**src/osi_pkg.sv**
```systemverilog
package osi_pkg;

    localparam int OSI_DATA_W = 8;
    localparam int OSI_ADDR_W = 7;
    localparam int OSI_FILE_DEPTH = 128;
    localparam logic [7:0] OSI_ACC_RST = 8'h00;
    localparam logic [7:0] OSI_ONE = 8'h01;
    localparam logic [7:0] OSI_ZERO = 8'h00;
    localparam logic OSI_DEST_ACC = 1'b0;
    localparam logic OSI_DEST_FILE = 1'b1;
    localparam int OSI_MSB = 7;
    localparam int OSI_LSB = 0;

    typedef enum logic [2:0] {
        OSI_OP_NONE,
        OSI_OP_OR_REG,
        OSI_OP_OR_LIT,
        OSI_OP_SHL,
        OSI_OP_SHR,
        OSI_OP_INC_SKIP
    } osi_op_e;

    typedef enum logic [1:0] {
        OSI_IDLE,
        OSI_EXEC,
        OSI_SKIP
    } osi_state_e;

    typedef struct packed {
        osi_op_e op;
        logic [6:0] addr;
        logic dest;
        logic [7:0] literal;
    } osi_instr_s;

    typedef struct packed {
        osi_state_e state;
        osi_instr_s instr;
        logic [7:0] acc;
        logic zero;
        logic carry;
        logic busy;
        logic done;
        logic skipped;
        logic wr_en;
        logic [6:0] wr_addr;
        logic [7:0] wr_data;
    } osi_state_s;

endpackage : osi_pkg

```
**src/osi_file_ram.sv**
```systemverilog
`timescale 1ns/1ps
`default_nettype none
module osi_file_ram (
    input wire logic clk_sys, // core clock
    input wire logic [6:0] rd_addr, // read address
    output logic [7:0] rd_data, // registered read data
    input wire logic wr_en, // write strobe
    input wire logic [6:0] wr_addr, // write address
    input wire logic [7:0] wr_data // write data
);
    import osi_pkg::*;

    logic [7:0] mem [OSI_FILE_DEPTH];

    // no reset: contents are undefined until written, as real sram would be
    always_ff @(posedge clk_sys) begin
        if (wr_en) begin
            mem[wr_addr] <= wr_data;
        end
        // a write landing on the edge that reads the same word is passed on,
        // so an instruction issued in the done cycle sees the fresh value
        if (wr_en && wr_addr == rd_addr) begin
            rd_data <= wr_data;
        end else begin
            rd_data <= mem[rd_addr];
        end
    end
endmodule : osi_file_ram
`default_nettype wire

```
**src/osi_core.sv**
```systemverilog
// How it works
// - register-or: acc or file, zero updated
// - destination bit: 0 accumulator, 1 file
// - left shift: bit7 to carry, zero in
// - right shift: bit0 to carry, zero in
// - increment file register, flags untouched
// - zero increment result skips next instruction
// - literal-or into accumulator, zero updated
`timescale 1ns/1ps
`default_nettype none
module osi_core (
    input wire logic clk_sys, // 50 MHz core clock
    input wire logic rstn, // async reset, active low
    input wire logic issue, // one-cycle instruction issue pulse
    input wire osi_pkg::osi_instr_s instr, // decoded instruction, held with issue
    output logic ready, // can take an instruction
    output logic done, // one-cycle completion pulse
    output logic skipped, // one-cycle pulse: a slot became a no-op
    output logic [7:0] acc, // accumulator
    output logic zero, // zero flag
    output logic carry, // carry flag
    output logic file_wr_en, // file write strobe (registered)
    output logic [6:0] file_wr_addr, // file write address
    output logic [7:0] file_wr_data // file write data
);
    import osi_pkg::*;

    osi_state_s r;
    osi_state_s next_r;
    logic [7:0] file_rd;
    logic [7:0] operand;
    logic [7:0] result;
    logic upd_zero;
    logic upd_carry;
    logic new_carry;
    logic [6:0] rd_addr;

    // reading in the issue cycle lets the ram register deliver in exec
    assign rd_addr = issue ? instr.addr : r.instr.addr;

    osi_file_ram u_ram (
        .clk_sys(clk_sys),
        .rd_addr(rd_addr),
        .rd_data(file_rd),
        .wr_en(r.wr_en),
        .wr_addr(r.wr_addr),
        .wr_data(r.wr_data)
    );

    // a write just committed to the same address must be seen by the next read
    assign operand = (r.wr_en && r.wr_addr == r.instr.addr) ? r.wr_data : file_rd;

    always_comb begin
        result = OSI_ZERO;
        upd_zero = 1'b0;
        upd_carry = 1'b0;
        new_carry = 1'b0;
        unique case (r.instr.op)
            OSI_OP_OR_REG: begin
                result = r.acc | operand;
                upd_zero = 1'b1;
            end
            OSI_OP_OR_LIT: begin
                result = r.acc | r.instr.literal;
                upd_zero = 1'b1;
            end
            OSI_OP_SHL: begin
                result = {operand[OSI_MSB-1:OSI_LSB], 1'b0};
                new_carry = operand[OSI_MSB];
                upd_zero = 1'b1;
                upd_carry = 1'b1;
            end
            OSI_OP_SHR: begin
                result = {1'b0, operand[OSI_MSB:OSI_LSB+1]};
                new_carry = operand[OSI_LSB];
                upd_zero = 1'b1;
                upd_carry = 1'b1;
            end
            OSI_OP_INC_SKIP: begin
                result = operand + OSI_ONE;
            end
            default: begin
                result = OSI_ZERO;
            end
        endcase
    end

    always_comb begin
        next_r = r;
        next_r.done = 1'b0;
        next_r.skipped = 1'b0;
        next_r.wr_en = 1'b0;
        unique case (r.state)
            OSI_IDLE: begin
                if (issue) begin
                    next_r.instr = instr;
                    next_r.state = OSI_EXEC;
                    next_r.busy = 1'b1;
                end
            end
            OSI_EXEC: begin
                if (upd_zero) begin
                    next_r.zero = (result == OSI_ZERO);
                end
                if (upd_carry) begin
                    next_r.carry = new_carry;
                end
                if (r.instr.op == OSI_OP_OR_LIT || r.instr.dest == OSI_DEST_ACC) begin
                    next_r.acc = result;
                end else begin
                    next_r.wr_en = 1'b1;
                    next_r.wr_addr = r.instr.addr;
                    next_r.wr_data = result;
                end
                if (r.instr.op == OSI_OP_INC_SKIP && result == OSI_ZERO) begin
                    next_r.state = OSI_SKIP;
                end else begin
                    next_r.state = OSI_IDLE;
                    next_r.busy = 1'b0;
                    next_r.done = 1'b1;
                end
            end
            OSI_SKIP: begin
                // the following slot is spent as a no-op, giving two cycles
                next_r.state = OSI_IDLE;
                next_r.busy = 1'b0;
                next_r.done = 1'b1;
                next_r.skipped = 1'b1;
            end
            default: begin
                next_r.state = OSI_IDLE;
                next_r.busy = 1'b0;
            end
        endcase
    end

    always_ff @(posedge clk_sys or negedge rstn) begin
        if (!rstn) begin
            r <= '{state: OSI_IDLE, instr: '0, acc: OSI_ACC_RST, default: '0};
        end else begin
            r <= next_r;
        end
    end

    assign ready = ~r.busy;
    assign done = r.done;
    assign skipped = r.skipped;
    assign acc = r.acc;
    assign zero = r.zero;
    assign carry = r.carry;
    assign file_wr_en = r.wr_en;
    assign file_wr_addr = r.wr_addr;
    assign file_wr_data = r.wr_data;
endmodule : osi_core
`default_nettype wire

```
**config.mk**
```make
export PLATFORM = sky130hd
export DESIGN_NAME = osi_core
export DESIGN_NICKNAME = d
export VERILOG_FILES = /design/src/osi_pkg.sv /design/src/osi_file_ram.sv /design/src/osi_core.sv
export SDC_FILE = /design/constraint.sdc
export NUM_CORES = 1
export LEC_CHECK = 0
export BUFFER_PORTS_ARGS = -buffer_cell sky130_fd_sc_hd__buf_2
export CAP_MARGIN = 25
export CORE_ASPECT_RATIO = 0.8
export CORE_MARGIN = 2
export CORE_UTILIZATION = 30
export DETAILED_ROUTE_END_ITERATION = 7
export GPL_TIMING_DRIVEN = 0
export PLACE_DENSITY = 0.48
export SYNTH_ARGS = -nofsm -noshare
export SYNTH_HDL_FRONTEND = slang
export SYNTH_SLANG_ARGS = --single-unit
export TNS_END_PERCENT = 20
```
**constraint.sdc**
```tcl
create_clock -name clk_sys -period 4.2 [get_ports clk_sys]
set_input_delay 0.21 -clock clk_sys [delete_from_list [all_inputs] [get_ports clk_sys]]
set_output_delay 0.21 -clock clk_sys [all_outputs]
set_load 0.02 [all_outputs]
```
==> out/results.tsv <==
metric	value	unit
Design Area, Final	53400	sq um
fin crit share	110	%
maximum vdd drop	359	uV
Clock Skews	0.0310	ns
clk root buf	clkbuf_16	
pwr/cell area	684	nW/um^2
Setup Viol. Count Final	6	
final count of pins violating max slew	0	
largest net degree at the start of global routing	84	
violated checks	negative setup slack	
CTS sink count	1081	
Final ANT Viol Nets	0	
H-tree levels	3	
overall routed net length	167000	um
Synth top area share	70.2	%
critical path peak fanout	10	
Cell variety after synth	83	
Max Fclk	0.216	GHz
DP Cell Count	4383	
Die Wd	431	um
CP Class	reg2reg	
Initial Util	30.2	%
vias in the first global route	25300	
Min Clock Period, post-route	4.63	ns
fill count	13400	
FFs w/ async S/R, synth	4.63	%
Reg clk slew, reported paths	0.06	ns
Mapped Nets	2407	
RSZ-0062 raised after global routing	yes	
wire per inst	35.4	um
cells after synthesis	2381	
Relative slew margins	18.7	%
EDFF count, synth	1024	
full die area	149000	sq um
metal3 WL	17000	um
CTS Buf Count	110	
first-pass GRT wire length	224000	um
# Max-Cap Violations	0	
Clock Latency Late Sink	0.76	ns
PortBufs	49	
drt first pass iters	6	
RD Place Congestion	0.949	
Synth-to-Final Area Change	21.9	%
Seq cells post-synth	1081	
Hold Fails Final Rpt	0	
chip height	346	um
Worst Slack Setup Final	-0.432	ns
met1 WL	73600	um
hold_sp	instr[3]	
Via density	5.56	
IO Count	51	
Post-Syn Area	43800	sq um
DP Area	47200	sq um
Rows	125	
CTS tree	yes	
# DRC	0	
Required @ worst endpoint	4.86	ns
Non-Filler Instances	4723	
Final #Nets	2746	
grt ovf	0	
worst slew pin tran	1.22	ns
share of layout cells above drive strength 1	29.7	%
arrival time at the worst endpoint	5.29	ns
crit path capture type	flop	
LEAKAGE	17.7	nW
Ys Warns	0	
vias	26300	
outcome	complete, but fails checks	
Synth Flop Type	edfxtp_1	
startpoint class of the critical path	flop	
part of the Yosys area used for sequential elements	73.4	%
Top Layer Used	met5	
Synth area leaders	edfxtp_1 70%, mux4_2 9.0%, mux2i_1 4.2%	
WL met2	70700	um
Initial DRC Count	4053	
CORE AREA	145000	sq um
detailed placer's ending HPWL	111000	um
Max Root-Sink Buffers	3	
total track usage	22.0	%
Syn Area/Cell	18.4	sq um
Worst Hold Class	in2reg	
Synth area leader	edfxtp_1	
initial antenna violation count	5	
worst max-delay path, stage by stage (launching register included):
cell and delay [ns]:
dfxtp_1 0.49, buf_2 0.32, nand2b_2 0.43, inv_1 0.34, a32oi_1 0.36, a31oi_1 0.20, or4_1 0.69, o221ai_4 0.17
nand2b_1 0.15, a21oi_1 0.09, or4b_4 0.55, nor4_4 0.41, nand3_2 0.16, a22oi_2 0.17
Yosys cell counts (13+ instances only):
master	count
nand3_1	47
nand2_1	134
dfrtp_1	50
nor3_1	17
nand4_1	18
mux2i_1	184
a22oi_1	66
mux2_2	46
a21oi_1	34
nor2b_1	20
o21ai_0	33
a211oi_1	13
nor2_1	155
nand2b_1	15
buf_4	34
clkbuf_1	51
mux4_2	174
edfxtp_1	1024
inv_1	13
buf_2	36
cells by family after synthesis:
group                    synth area share (%)
adder cells (fa/ha/maj)                 0.114
buffers and inverters                    2.69
XOR/XNOR                                0.240
multiplexers                             14.6
AO/OA/AOI/OAI                            4.11
flip-flops                               73.4
AND/OR/NAND/NOR                          4.80
registers in the layout, indices dropped and copies added (netlist names), named ones only:
| register | cells |
|---|---|
| file_wr_en | 1 |
| acc | 8 |
| zero | 1 |
| file_wr_data | 8 |
| done | 1 |
| skipped | 1 |
| r | 22 |
| u_ram.mem | 1024 |
| file_wr_addr | 7 |
| carry | 1 |
cell type report:
type	count	area, sq um	share of cell area, %
Buffer	152	1890	3.54
Multi-Input combinational cell	1128	11100	20.8
Antenna cell	3	7.51	0.0141
Timing Repair Buffer	230	2180	4.09
Inverter	17	72.6	0.136
Clock inverter	72	664	1.24
Sequential cell	1081	32200	60.3
Clock buffer	135	2900	5.43
Tap cell	1905	2380	4.47
power breakdown:
group,internal [mW],leakage [nW],switching (mW)
sequential,13.3,9.99,0.909
clock,5.53,1.74,4.35
combinational,4.45,5.99,7.97
total,23.3,17.7,13.2
worst paths after layout:
check                             endpoint  slack, ns  cells past startpoint
max                                  r[18]      -0.43                     13
min                                  r[32]       0.23                      3
max reg2reg                          r[18]      -0.43                     13
min reg2reg                          carry       0.51                      1
max in group asynchronous  file_wr_data[7]       2.30                      4
min in group asynchronous            r[37]       0.51                      4
routing by layer:
layer | global-route usage (%) | up-vias
met3 | 5.53 | 274
li1 | - | 10300
met5 | 0 | -
met2 | 31.5 | 1529
met4 | 6.72 | 2
met1 | 32.8 | 14200
through the flow:
step | hold WS [ns] | worst slack [ns] | total power [mW] | utilization (%) | TNS, ns
4_1_cts | 0.199 | -0.237 | 36.2 | 36.5 | -0.700
3_5_place_dp | 0.194 | -2.66 | 24.7 | 32.5 | -39.96
2_1_floorplan | -0.0856 | 0.0805 | 19.5 | - | 0
5_1_grt | 0.234 | -0.419 | 37.3 | 36.8 | -1.62
3_3_place_gp | 0.444 | -2.75 | 24.6 | 32.0 | -295.03
6_report | 0.228 | -0.432 | 36.5 | 36.8 | -1.59
placed cells by master, fill, tap and decap left out, types with 60 or more instances in the layout:
| cell | n |
|---|---|
| edfxtp_1 | 1024 |
| mux4_2 | 175 |
| mux2i_1 | 156 |
| nor2_1 | 151 |
| nand2_1 | 132 |
| buf_4 | 132 |
| clkbuf_16 | 112 |
| buf_2 | 60 |
| a22oi_1 | 60 |
repair_timing:
action                                 4_1_cts  5_1_grt
resized for setup                          306       28
setup buffers                               78        9
hold buffers                                23        0
endpoints found under the hold margin       77        0
pin swaps                                   26       16
cloned                                       2        0
setup endpoints to repair                   21       11
(Power assumes the default switching activity.)
